## src/strc_pkg.sv

```systemverilog
package strc_pkg;

  // ---------------------------------------------------------------
  // register offsets
  // ---------------------------------------------------------------
  localparam logic [2:0] OFS_CTRL0 = 3'h0;
  localparam logic [2:0] OFS_CTRL1 = 3'h1;
  localparam logic [2:0] OFS_CNT_L = 3'h2;
  localparam logic [2:0] OFS_CNT_H = 3'h3;
  localparam logic [2:0] OFS_CMPA_L = 3'h4;
  localparam logic [2:0] OFS_CMPA_H = 3'h5;
  localparam logic [2:0] OFS_CMPP = 3'h6;

  // ---------------------------------------------------------------
  // reset values
  // ---------------------------------------------------------------
  localparam logic [7:0] RST_BYTE = 8'h00;
  localparam logic [15:0] RST_WORD = 16'h0000;

  // ---------------------------------------------------------------
  // clock select codes
  // ---------------------------------------------------------------
  localparam logic [2:0] CK_SYS_DIV4 = 3'h0;
  localparam logic [2:0] CK_SYS = 3'h1;
  localparam logic [2:0] CK_HI_DIV16 = 3'h2;
  localparam logic [2:0] CK_HI_DIV64 = 3'h3;
  localparam logic [2:0] CK_TBC = 3'h4;
  localparam logic [2:0] CK_RESERVED = 3'h5;
  localparam logic [2:0] CK_EXT_RISE = 3'h6;
  localparam logic [2:0] CK_EXT_FALL = 3'h7;

  // ---------------------------------------------------------------
  // mode and pin function codes
  // ---------------------------------------------------------------
  localparam logic [1:0] MODE_CMP = 2'h0;
  localparam logic [1:0] MODE_CAP = 2'h1;
  localparam logic [1:0] MODE_PWM = 2'h2;
  localparam logic [1:0] MODE_TMR = 2'h3;
  localparam logic [1:0] IO_0 = 2'h0;
  localparam logic [1:0] IO_1 = 2'h1;
  localparam logic [1:0] IO_2 = 2'h2;
  localparam logic [1:0] IO_3 = 2'h3;

  // ---------------------------------------------------------------
  // timing
  // ---------------------------------------------------------------
  localparam logic [1:0] PRESCALE_LAST = 2'h3;

  // ---------------------------------------------------------------
  // types
  // ---------------------------------------------------------------
  typedef struct packed {
    logic [2:0] addr;
    logic [7:0] wdata;
    logic       wr;
    logic       rd;
  } strc_bus_req_t;

  typedef struct packed {
    logic       pause_bit;
    logic [2:0] clock_select_field;
    logic       on_off_bit;
    logic [2:0] unused;
  } strc_ctrl0_t;

  typedef struct packed {
    logic [1:0] operating_mode_field;
    logic [1:0] pin_function_field;
    logic       output_control_bit;
    logic       output_polarity_bit;
    logic       duty_period_select_bit;
    logic       clear_select_bit;
  } strc_ctrl1_t;

endpackage : strc_pkg

```

## src/strc_top.sv

```systemverilog
// Functional notes
// - counter readable as low/high byte, read-only
// - compare-A sixteen bits, two RW bytes
// - compare-P eight bits in one RW register
// - pause bit holds counter
// - resume from held value after pause
// - three-bit field selects counter clock
// - reserved clock code stops counter
// - on-bit rising edge zeroes counter
// - on-bit off stops, keeps counter value
// - on rise resets compare output level
// - control0 low three bits read zero
// - two top control1 bits select mode
// - timer/counter mode leaves pin undriven
// - compare-A match acts per pin field
// - PWM pin field: inactive/active/PWM/pulse
// - capture edge per pin field
// - same level match gives no change
// - output-control bit: initial or active level
// - polarity bit inverts output pin
// - duty/period bit swaps compare roles
// - clear-select picks counter clear source in compare and timer modes
`timescale 1ns/1ps
module strc_top
  import strc_pkg::*;
(
  input  wire logic          i_clk_sys,
  input  wire logic          i_rst_n,
  input  wire strc_bus_req_t i_bus,
  input  wire logic          i_tick_hi_div16,
  input  wire logic          i_tick_hi_div64,
  input  wire logic          i_tick_tbc,
  input  wire logic          i_external_clock_pin,
  input  wire logic          i_capture_input_pin,
  output logic [7:0]         o_rdata,
  output logic               o_timer_output_pin,
  output logic               o_timer_output_oe,
  output logic               o_capture_event,
  output logic               o_powered
);

  // ---------------------------------------------------------------
  // edge selection helper
  // ---------------------------------------------------------------
  function automatic logic edge_hit(input logic [1:0] kind, input logic rise,
                                    input logic fall);
    logic r;
    r = 1'b0;
    case (kind)
      IO_0:    r = rise;
      IO_1:    r = fall;
      IO_2:    r = rise | fall;
      default: r = 1'b0;
    endcase
    return r;
  endfunction : edge_hit

  // ---------------------------------------------------------------
  // registers
  // ---------------------------------------------------------------
  strc_ctrl0_t ctrl0;
  strc_ctrl1_t ctrl1;
  logic [15:0] cnt;
  logic [15:0] compare_a_value;
  logic [7:0]  compare_p_value;
  logic        on_q;
  logic [1:0]  presc;
  logic [2:0]  ext_sync;
  logic [2:0]  cap_sync;
  logic        out_lvl;
  logic        pulse_run;

  logic        on_rise;
  logic        tick;
  logic        ext_rise;
  logic        ext_fall;
  logic        cap_rise;
  logic        cap_fall;
  logic        capture_now;
  logic [15:0] cnt_inc;
  logic        hit_a;
  logic        hit_p;
  logic        clr;
  logic [15:0] duty;
  logic        pwm_active;
  logic        wr_c0;

  assign wr_c0 = i_bus.wr && (i_bus.addr == OFS_CTRL0);

  always_ff @(posedge i_clk_sys)
  begin
    if (!i_rst_n)
    begin
      ctrl0 <= strc_ctrl0_t'(RST_BYTE);
    end
    else if (wr_c0)
    begin
      ctrl0 <= strc_ctrl0_t'({i_bus.wdata[7:3], 3'h0});
    end
  end

  always_ff @(posedge i_clk_sys)
  begin
    if (!i_rst_n)
    begin
      ctrl1 <= strc_ctrl1_t'(RST_BYTE);
    end
    else if (i_bus.wr && (i_bus.addr == OFS_CTRL1))
    begin
      ctrl1 <= strc_ctrl1_t'(i_bus.wdata);
    end
  end

  always_ff @(posedge i_clk_sys)
  begin
    if (!i_rst_n)
    begin
      compare_p_value <= RST_BYTE;
    end
    else if (i_bus.wr && (i_bus.addr == OFS_CMPP))
    begin
      compare_p_value <= i_bus.wdata;
    end
  end

  // capture loads compare-A, a software write in the same cycle wins
  always_ff @(posedge i_clk_sys)
  begin
    if (!i_rst_n)
    begin
      compare_a_value <= RST_WORD;
    end
    else if (i_bus.wr && (i_bus.addr == OFS_CMPA_L))
    begin
      compare_a_value[7:0] <= i_bus.wdata;
    end
    else if (i_bus.wr && (i_bus.addr == OFS_CMPA_H))
    begin
      compare_a_value[15:8] <= i_bus.wdata;
    end
    else if (capture_now)
    begin
      compare_a_value <= cnt;
    end
  end

  // ---------------------------------------------------------------
  // clock sources
  // ---------------------------------------------------------------
  always_ff @(posedge i_clk_sys)
  begin
    if (!i_rst_n)
    begin
      presc    <= 2'h0;
      ext_sync <= 3'h0;
      cap_sync <= 3'h0;
      on_q     <= 1'b0;
    end
    else
    begin
      presc    <= presc + 2'h1;
      ext_sync <= {ext_sync[1:0], i_external_clock_pin};
      cap_sync <= {cap_sync[1:0], i_capture_input_pin};
      on_q     <= ctrl0.on_off_bit;
    end
  end

  assign ext_rise = ext_sync[1] & ~ext_sync[2];
  assign ext_fall = ~ext_sync[1] & ext_sync[2];
  assign cap_rise = cap_sync[1] & ~cap_sync[2];
  assign cap_fall = ~cap_sync[1] & cap_sync[2];
  assign on_rise  = ctrl0.on_off_bit & ~on_q;

  always_comb
  begin
    case (ctrl0.clock_select_field)
      CK_SYS_DIV4: tick = (presc == PRESCALE_LAST);
      CK_SYS:      tick = 1'b1;
      CK_HI_DIV16: tick = i_tick_hi_div16;
      CK_HI_DIV64: tick = i_tick_hi_div64;
      CK_TBC:      tick = i_tick_tbc;
      CK_EXT_RISE: tick = ext_rise;
      CK_EXT_FALL: tick = ext_fall;
      default:     tick = 1'b0;
    endcase
  end

  // ---------------------------------------------------------------
  // compare and clear
  // ---------------------------------------------------------------
  assign cnt_inc = cnt + 16'h0001;
  assign hit_a   = (cnt_inc == compare_a_value);
  assign hit_p   = (cnt_inc == {compare_p_value, 8'h00});

  always_comb
  begin
    if (ctrl1.operating_mode_field == MODE_PWM)
    begin
      clr  = ctrl1.duty_period_select_bit ? hit_a : hit_p;
      duty = ctrl1.duty_period_select_bit ? {compare_p_value, 8'h00}
                                          : compare_a_value;
    end
    else if (ctrl1.operating_mode_field == MODE_CAP)
    begin
      clr  = hit_p;
      duty = compare_a_value;
    end
    else
    begin
      clr  = ctrl1.clear_select_bit ? hit_a : hit_p;
      duty = compare_a_value;
    end
  end

  assign pwm_active = (cnt < duty);

  // ---------------------------------------------------------------
  // counter
  // ---------------------------------------------------------------
  always_ff @(posedge i_clk_sys)
  begin
    if (!i_rst_n)
    begin
      cnt <= RST_WORD;
    end
    else if (on_rise)
    begin
      cnt <= RST_WORD;
    end
    else if (ctrl0.on_off_bit && !ctrl0.pause_bit && tick)
    begin
      cnt <= clr ? RST_WORD : cnt_inc;
    end
  end

  // ---------------------------------------------------------------
  // capture
  // ---------------------------------------------------------------
  assign capture_now = ctrl0.on_off_bit && (ctrl1.operating_mode_field == MODE_CAP) &&
                       edge_hit(ctrl1.pin_function_field, cap_rise, cap_fall);

  always_ff @(posedge i_clk_sys)
  begin
    if (!i_rst_n)
    begin
      o_capture_event <= 1'b0;
    end
    else
    begin
      o_capture_event <= capture_now;
    end
  end

  // ---------------------------------------------------------------
  // output level
  // ---------------------------------------------------------------
  always_ff @(posedge i_clk_sys)
  begin
    if (!i_rst_n)
    begin
      pulse_run <= 1'b0;
    end
    else if (on_rise)
    begin
      pulse_run <= 1'b1;
    end
    else if (!ctrl0.on_off_bit || (tick && !ctrl0.pause_bit && cnt_inc == duty))
    begin
      pulse_run <= 1'b0;
    end
  end

  always_ff @(posedge i_clk_sys)
  begin
    if (!i_rst_n)
    begin
      out_lvl <= 1'b0;
    end
    else
    begin
      case (ctrl1.operating_mode_field)
        MODE_CMP:
        begin
          if (on_rise)
          begin
            out_lvl <= ctrl1.output_control_bit;
          end
          else if (ctrl0.on_off_bit && !ctrl0.pause_bit && tick && hit_a)
          begin
            case (ctrl1.pin_function_field)
              IO_1:    out_lvl <= 1'b0;
              IO_2:    out_lvl <= 1'b1;
              IO_3:    out_lvl <= ~out_lvl;
              default: out_lvl <= out_lvl;
            endcase
          end
        end
        MODE_PWM:
        begin
          case (ctrl1.pin_function_field)
            IO_0:    out_lvl <= ~ctrl1.output_control_bit;
            IO_1:    out_lvl <= ctrl1.output_control_bit;
            IO_2:    out_lvl <= (ctrl0.on_off_bit && pwm_active) ? ctrl1.output_control_bit
                                                                : ~ctrl1.output_control_bit;
            default: out_lvl <= pulse_run ? ctrl1.output_control_bit
                                          : ~ctrl1.output_control_bit;
          endcase
        end
        default: out_lvl <= out_lvl;
      endcase
    end
  end

  always_ff @(posedge i_clk_sys)
  begin
    if (!i_rst_n)
    begin
      o_timer_output_pin <= 1'b0;
      o_timer_output_oe  <= 1'b0;
      o_powered          <= 1'b0;
    end
    else
    begin
      o_timer_output_pin <= out_lvl ^ ctrl1.output_polarity_bit;
      o_timer_output_oe  <= (ctrl1.operating_mode_field == MODE_CMP) ||
                            (ctrl1.operating_mode_field == MODE_PWM);
      o_powered          <= ctrl0.on_off_bit;
    end
  end

  // ---------------------------------------------------------------
  // read data
  // ---------------------------------------------------------------
  always_ff @(posedge i_clk_sys)
  begin
    if (!i_rst_n)
    begin
      o_rdata <= RST_BYTE;
    end
    else if (i_bus.rd)
    begin
      case (i_bus.addr)
        OFS_CTRL0:  o_rdata <= {ctrl0[7:3], 3'h0};
        OFS_CTRL1:  o_rdata <= ctrl1;
        OFS_CNT_L:  o_rdata <= cnt[7:0];
        OFS_CNT_H:  o_rdata <= cnt[15:8];
        OFS_CMPA_L: o_rdata <= compare_a_value[7:0];
        OFS_CMPA_H: o_rdata <= compare_a_value[15:8];
        OFS_CMPP:   o_rdata <= compare_p_value;
        default:    o_rdata <= RST_BYTE;
      endcase
    end
    else
    begin
      o_rdata <= RST_BYTE;
    end
  end
endmodule : strc_top

```

## config.mk

```make
export PLATFORM = sky130hd
export DESIGN_NAME = strc_top
export DESIGN_NICKNAME = d
export VERILOG_FILES = /design/src/strc_pkg.sv /design/src/strc_top.sv
export SDC_FILE = /design/constraint.sdc
export NUM_CORES = 1
export LEC_CHECK = 0
export BUFFER_PORTS_ARGS = -buffer_cell sky130_fd_sc_hd__buf_2
export CAP_MARGIN = 20
export CORE_MARGIN = 2
export CORE_UTILIZATION = 60
export CTS_BUF_LIST = sky130_fd_sc_hd__clkbuf_8
export CTS_CLUSTER_DIAMETER = 50
export DETAILED_ROUTE_END_ITERATION = 6
export HOLD_SLACK_MARGIN = 0.12
export PLACE_DENSITY = 0.79
export SYNTH_ARGS = -nofsm -noshare
export SYNTH_HDL_FRONTEND = slang
export SYNTH_SLANG_ARGS = --single-unit
```

## constraint.sdc

```tcl
create_clock -name i_clk_sys -period 5.07 [get_ports i_clk_sys]
set_input_delay 1.521 -clock i_clk_sys [delete_from_list [all_inputs] [get_ports i_clk_sys]]
set_output_delay 1.521 -clock i_clk_sys [all_outputs]
set_load 0.05 [all_outputs]
```

==> impl_metrics.toml, run 1 <==
[cts]
clock-sinks = 75
clk_pin_slew_ns = 0.10
cts-root-buf = "clkbuf_8"
cts_resized = 0
cts_setup_buffers = 0
clockBufferDepth = 2
cts_hold_buf = 0
cts_tree = "done"
cts_made_buffers = 9
clk_latency_ns = 0.37
cts.htree.levels = 3

[drt]
route.met3.wl_mm = 1.35
drt-total-wl_mm = 16.3
dr.pass1.iters = 5
route.detailed.drc = 0
wl_met1_mm = 6.70
via_count = 5045
wire_per_inst_um = 21.4
met2WireLength_mm = 7.40
drt-initial-drc-count = 396
top_layer_used = "met4"
ant_nets = 0
vias_per_cell = 6.63

[synth]
synth_seq_cells = 75
ys_seq_area_frac = 0.287
synth_ff_type = "dfxtp_1"
synthTopCellsByArea = "dfxtp_1 (29%), mux2i_1 (7.5%), nor2_1 (5.4%), nand2_1 (5.0%), ha_1 (4.8%)"
avgSynthCellArea_sq_um = 8.13
yosysUniqueCellTypes = 69
syn_area_sq_um = 5220
yosysTopAreaCell = "dfxtp_1"
syn-num-nets = 682
synth_commonest_cells = "dfxtp_1 (75), nor2_1 (75), nand2_1 (69)"
yosys_warnings = 0
synth_edf_count = 0
synthArstFlopShare = 0
synthCells = 642
synth.top_cell.area_share = 0.287

[timing]
setup_viol = 0
max_slew_margin = 0.302
clock_skew_ns = 0.0130
min_period_ns = 3.78
fin_crit_sh = 0.745
slew_violations = 0
tns_ns = 0
hold_viol = 0
fmax_ghz = 0.265
worstMarginPinSlew_ns = 1.04
rsz0062_at_grt = "no"

[status]
outcome = "complete, no violations"

[cells_and_area]
fill_cells = 796
area_growth_syn_to_layout_pct = 6.32
diodes = 0
drive_above_1_share = 0.119
register_area_sq_um = 1500
final-instance-count-excl-fill = 761
multi_input_area_sq_um = 3460
nets = 688

[die]
start_util = 0.608
core_region_area_sq_um = 8590
io_pins = 32
row_count = 34
die_h_um = 97.3
die_w_um = 97.3
die_area_sq_um = 9470

[min_path]
hp-class = "flop to flop"

[setup_path]
cp_top_family = "simple AND/OR/NAND/NOR gates"
crit_chain = "nand4_4 -> nor3_1 -> mux2i_1 -> nand4_1 -> nor4_1 -> a32o_2 -> nor2_2 -> a221o_1"
arrival_ns = 4.03
reg2reg_slack_ns = 1.29
crit_path_max_fanout = 15
cp_slowest_cell = "dfxtp_1"
start_kind = "flop"
crit_buf_inv = 0
max_stage_delay_ns = 0.80
worstPathRequired_ns = 5.32
crit_type = "flop to flop"
crit_path_end_kind = "flop"

[grt]
grt_max_degree = 46
antenna_found_initial = 0
gr-total-overflow = 0
track_usage = 0.350
grt_pass1_wl_mm = 25.8
grt_pass1_vias = 4676

[placement]
dp.cells = 744
gp_routability_congestion = 0.934
hpwl_mm = 11.9
port_buffers = 31

[power_and_ir_drop]
p_leak_nw = 2.15
powerDensity_nw_per_um2 = 216
peakVddDrop_v = 0.000156

[flow_run]
max_cap_violations = 0
[layout make-up]
cell class              count  area share
clock inverters             7      0.0104
well taps                 108      0.0243
inverters                  17      0.0115
multi-input cells         506       0.622
clock buffers               9      0.0223
flip-flops and latches     75       0.270
repair buffers             39      0.0388
[power breakdown]
part	internal, mW	switching, mW
Clock	0.186	0.265
Sequential	0.602	0.0183
Combinational	0.0492	0.0802
[state kept, by name, summed over array words and instances, names as in the netlist]
signal and cells:
cap_sync 3, cnt 16, compare_a_value 16, compare_p_value 8
ctrl0 5, ctrl1 8, ext_sync 3, o_capture_event 1
o_powered 1, o_rdata 8, o_timer_output_oe 1, o_timer_output_pin 1
out_lvl 1, presc 2, pulse_run 1
[metal layers]
metal | GRT usage | up-vias
met5 | 0 | -
met4 | 0.181 | 0
met3 | 0.0583 | 61
met2 | 0.548 | 275
met1 | 0.465 | 2358
li1 | - | 2351
[worst paths after layout]
check,start,to,cells after the start
min,presc[0],presc[0],1
max reg2reg,cnt[6],cnt[5],8
max,cnt[6],cnt[5],8
min reg2reg,presc[0],presc[0],1
[worst register-to-register path, delay by kind of cell (launching register included)]
family,cells,cell delay [ns]
compound gates,2,0.81
flops,1,0.80
mux,1,0.28
simple gates,5,1.78
[cells by family after synthesis]
kind of cell / count (synthesis) / share of synthesized area
buffers and inverters: 61 / 0.0508
flip-flops: 75 / 0.287
AO/OA/AOI/OAI: 140 / 0.190
XOR/XNOR: 37 / 0.0676
multiplexers: 48 / 0.0985
AND/OR/NAND/NOR: 261 / 0.258
adder cells (fa/ha/maj): 20 / 0.0479
[layout by cell type, fill, tap and decap left out, types with 5 or more instances in the layout]
| master | count |
|---|---|
| nor2b_1 | 16 |
| and2_1 | 11 |
| nand2_1 | 69 |
| mux2i_1 | 39 |
| a221o_1 | 13 |
| ha_1 | 20 |
| a211oi_1 | 23 |
| nor3_1 | 13 |
| clkbuf_8 | 9 |
| inv_1 | 16 |
| mux2_2 | 7 |
| a21oi_1 | 34 |
| buf_4 | 8 |
| xnor2_1 | 23 |
| buf_2 | 31 |
| a21o_1 | 5 |
| nor4_1 | 9 |
| nand4_1 | 9 |
| o21ai_0 | 19 |
| nor2_1 | 75 |
| xor2_1 | 12 |
| a221oi_1 | 5 |
| nand3_1 | 23 |
| dfxtp_1 | 75 |
| nand2b_1 | 5 |
| o21a_1 | 5 |
[through the flow]
stage               total power [mW]  hold slack, ns  instance area (sq um)  worst slack (ns)  utilization
finish                          1.20           0.431                   5550              1.29        0.646
global route                    1.24           0.456                   5550              1.02        0.646
CTS                             1.20           0.431                   5550              1.34        0.645
detailed placement             0.759           0.417                   5360              1.18        0.624
global placement               0.756           0.413                   5360              1.29        0.624
floorplan                      0.715           0.399                   5220              1.66            -
(Power assumes the default switching activity.)
==> inputs of run 2 (changes only) <==
==> constraint.sdc (replaced) <==
create_clock -name i_clk_sys -period 3.9 [get_ports i_clk_sys]
set_input_delay 1.17 -clock i_clk_sys [delete_from_list [all_inputs] [get_ports i_clk_sys]]
set_output_delay 1.17 -clock i_clk_sys [all_outputs]
set_load 0.05 [all_outputs]
==> impl_metrics.toml, run 2 (synthesis results as in run 1) <==
[status]
outcome = "complete, no violations"

[die]
io_pins = 32
die_w_um = 97.3
die_area_sq_um = 9470
core_region_area_sq_um = 8590
die_h_um = 97.3
start_util = 0.608
row_count = 34

[drt]
vias_per_cell = 6.60
drt-total-wl_mm = 16.0
route.detailed.drc = 0
top_layer_used = "met4"
met2WireLength_mm = 7.31
wire_per_inst_um = 20.6
wl_met1_mm = 6.84
dr.pass1.iters = 5
via_count = 5120
ant_nets = 0
route.met3.wl_mm = 1.20
drt-initial-drc-count = 472

[cts]
cts_made_buffers = 9
cts-root-buf = "clkbuf_8"
clock-sinks = 75
clk_pin_slew_ns = 0.09
clk_latency_ns = 0.37
cts_tree = "done"
cts.htree.levels = 3
cts_setup_buffers = 0
cts_resized = 0
cts_hold_buf = 0
clockBufferDepth = 2

[setup_path]
worstPathRequired_ns = 4.16
crit_path_max_fanout = 14
reg2reg_slack_ns = 0.34
crit_path_end_kind = "flop"
start_kind = "flop"
crit_type = "flop to flop"
r2r_start = "cnt[1]"
reg2reg_depth = 10
reg2reg_to = "cnt[2]"
crit_end = "cnt[2]"
arrival_ns = 3.82
crit_start = "cnt[1]"

[flow_run]
max_cap_violations = 0

[grt]
antenna_found_initial = 0
track_usage = 0.350
grt_pass1_vias = 4838
grt_max_degree = 45
gr-total-overflow = 0
grt_pass1_wl_mm = 26.2

[timing]
clock_skew_ns = 0.0192
slew_violations = 0
worstMarginPinSlew_ns = 1.01
hold_ws_ns = 0.433
fmax_ghz = 0.281
rsz0062_at_grt = "no"
max_slew_margin = 0.328
tns_ns = 0
min_period_ns = 3.56
fin_crit_sh = 0.912
setup_viol = 0
hold_viol = 0

[cells_and_area]
drive_above_1_share = 0.139
top_regs = "cnt x16, compare_a_value x16"
area_growth_syn_to_layout_pct = 9.39
most-common-layout-cells = "nor2_1 (75), dfxtp_1 (75), nand2_1 (69)"
diodes = 0
nets = 703

[power_and_ir_drop]
powerDensity_nw_per_um2 = 297
peakVddDrop_v = 0.000253
p_leak_nw = 2.25
power_mw = 1.69

[min_path]
hp-class = "flop to flop"

[placement]
gp_routability_congestion = 0.972
port_buffers = 31
hpwl_mm = 12.0
[run 2: layout make-up]
cell class,count,area (sq um)
repair buffers,54,328
flip-flops and latches,75,1500
multi-input cells,506,3460
well taps,108,135
clock buffers,9,124
fillers,709,2880
clock inverters,7,105
inverters,17,63.8
[run 2: where the power goes]
| part | switching, mW | total [mW] | leakage (nW) | internal (mW) |
|---|---|---|---|---|
| logic | 0.101 | 0.168 | 1.53 | 0.0668 |
| clock network | 0.349 | 0.721 | 0.113 | 0.372 |
| registers | 0.0233 | 0.806 | 0.608 | 0.782 |
| total | 0.474 | 1.69 | 2.25 | 1.22 |
[run 2: worst min path at each step]
stage	startpoint	depth (start not counted)	endpoint	slack [ns]
after floorplan	presc[0]	1	presc[0]	0.40
after global placement	presc[0]	1	presc[0]	0.41
after detailed placement	presc[0]	1	presc[0]	0.42
after CTS	presc[0]	1	presc[0]	0.43
after global routing	presc[0]	1	presc[0]	0.46
final	presc[0]	1	presc[0]	0.43
[run 2: critical path, stage by stage, from the launching register on]
cell,delay [ns]
dfxtp_1,0.60
ha_1,0.43
nand4_2,0.29
or3_1,0.49
xor2_1,0.23
a221o_1,0.39
nor3_1,0.21
a32o_2,0.24
buf_4,0.22
nor4b_1,0.08
a221o_1,0.27
[run 2: routing by layer]
layer | up-vias | GRT usage
met4 | 0 | 0.161
li1 | 2382 | -
met3 | 52 | 0.0489
met1 | 2420 | 0.485
met2 | 266 | 0.541
met5 | - | 0
[run 2: metrics by stage]
stage	instance area (sq um)	std cells	util	setup WS, ns
floorplan	5220	642	-	0.488
global placement	5480	760	0.638	0.549
detailed placement	5480	760	0.638	0.403
CTS	5710	776	0.665	0.392
global route	5710	776	0.665	0.0579
finish	5710	776	0.665	0.345
==> inputs of run 3 (changes only) <==
--- a/config.mk
+++ b/config.mk
@@ -13,7 +13,7 @@
 export CTS_CLUSTER_DIAMETER = 50
 export DETAILED_ROUTE_END_ITERATION = 6
 export HOLD_SLACK_MARGIN = 0.12
-export PLACE_DENSITY = 0.79
+export PLACE_DENSITY_LB_ADDON = 0.3
 export SYNTH_ARGS = -nofsm -noshare
 export SYNTH_HDL_FRONTEND = slang
 export SYNTH_SLANG_ARGS = --single-unit
==> impl_metrics.toml, run 3 (synthesis results as in run 1) <==
[setup_path]
crit_type = "flop to flop"
start_kind = "flop"
crit_chain = "ha_1 -> nand4_2 -> or3_1 -> xor2_1 -> a221o_1 -> nor3_1 -> a32o_2 -> buf_4 -> nor4_1 -> a221o_1"
crit_path_max_fanout = 11
arrival_ns = 3.88
cp_top_family = "simple AND/OR/NAND/NOR gates"
cp_slowest_cell = "dfxtp_1"
max_stage_delay_ns = 0.61
crit_path_end_kind = "flop"
reg2reg_depth = 10
crit_top_cell = "a221o_1"
crit_buf_inv = 1
crit_cells = 10
worstPathRequired_ns = 4.15

[die]
die_w_um = 97.3
io_pins = 32
core_region_area_sq_um = 8590
start_util = 0.608
row_count = 34
die_area_sq_um = 9470
die_h_um = 97.3

[drt]
vias_per_cell = 6.59
dr.pass1.iters = 6
via_count = 5104
wire_per_inst_um = 20.6
ant_nets = 0
route.detailed.drc = 0
drt-initial-drc-count = 467
drt-total-wl_mm = 15.9

[min_path]
min_path_cells = 1
hp-class = "flop to flop"

[timing]
min_period_ns = 3.63
slew_violations = 0
worstMarginPinSlew_ns = 1.08
fin_crit_sh = 0.932
setup_viol = 0
hold_viol = 0
clock_skew_ns = 0.0145
fmax_ghz = 0.275
tns_ns = 0
rsz0062_at_grt = "no"
max_slew_margin = 0.278

[grt]
track_usage = 0.346
gr-total-overflow = 0
grt_pass1_vias = 4806
grt_pass1_wl_mm = 25.9
antenna_found_initial = 0
grt_max_degree = 45

[cells_and_area]
final_core_util = 0.660
area_growth_syn_to_layout_pct = 8.58
most-common-layout-cells = "nor2_1 (75), dfxtp_1 (75), nand2_1 (69)"
top_regs = "cnt x16, compare_a_value x16"
diodes = 0
drive_above_1_share = 0.135
nets = 701

[power_and_ir_drop]
peakVddDrop_v = 0.000203
powerDensity_nw_per_um2 = 284
p_seq_frac = 0.500
switching_share = 0.286
p_leak_nw = 2.23
combPwrFrac = 0.105
clkPwrFrac = 0.395
power_switching_uw = 461
intPower_mw = 1.15

[cts]
cts_resized = 0
cts.htree.levels = 3
cts_hold_buf = 0
clockBufferDepth = 2
cts_made_buffers = 9
cts_setup_buffers = 0
clk_latency_ns = 0.37
clk_pin_slew_ns = 0.09
clock-sinks = 75
cts_tree = "done"
cts-root-buf = "clkbuf_8"

[placement]
hpwl_mm = 11.9
gp_routability_congestion = 0.940
port_buffers = 31

[status]
outcome = "complete, no violations"

[flow_run]
max_cap_violations = 0
## run 3: cell count changes in the layout (fill, tap and decap cells not counted)
cell        delta
buf_4          -2
clkinv_4       +1
inv_6          -2
clkinvlp_4     +1
bufinv_16      -1
inv_1          +1
## run 3: per-layer routing
metal,vias up,global-route usage,share of wire
li1,2376,-,-
met1,2389,0.477,0.42
met2,288,0.540,0.45
met3,51,0.0504,0.087
met4,0,0.151,0.043
met5,-,0,0
## run 3: cell type report
cell class                      instances  area [sq um]
Multi-Input combinational cell        506          3460
Sequential cell                        75          1500
Inverter                               17          63.8
Tap cell                              108           135
Clock buffer                            9           124
Timing Repair Buffer                   52           313
Clock inverter                          7          77.6
Fill cell                             726          2920
## run 3: final timing paths
path	from	endpoint	slack, ns
hold / removal	presc[0]	presc[0]	0.44
hold reg to reg	presc[0]	presc[0]	0.44
setup reg to reg	cnt[1]	cnt[5]	0.27
setup / recovery	cnt[1]	cnt[5]	0.27
## run 3: power groups by stage
stage	Clock (mW)	Sequential (mW)	Combinational (mW)
after floorplan	0	0.819	0.110
after global placement	0	0.821	0.161
after detailed placement	0	0.821	0.165
after CTS	0.641	0.804	0.166
after global routing	0.663	0.807	0.184
final	0.636	0.805	0.170
## run 3: through the flow
| stage | power, mW | std cells | worst slack (ns) | instance area [sq um] | hold WS [ns] |
|---|---|---|---|---|---|
| after floorplan | 0.929 | 642 | 0.488 | 5220 | 0.399 |
| after global placement | 0.981 | 758 | 0.507 | 5470 | 0.408 |
| after detailed placement | 0.987 | 758 | 0.426 | 5470 | 0.422 |
| after CTS | 1.61 | 774 | 0.365 | 5670 | 0.438 |
| after global routing | 1.65 | 774 | 0.0417 | 5670 | 0.452 |
| final | 1.61 | 774 | 0.266 | 5670 | 0.438 |
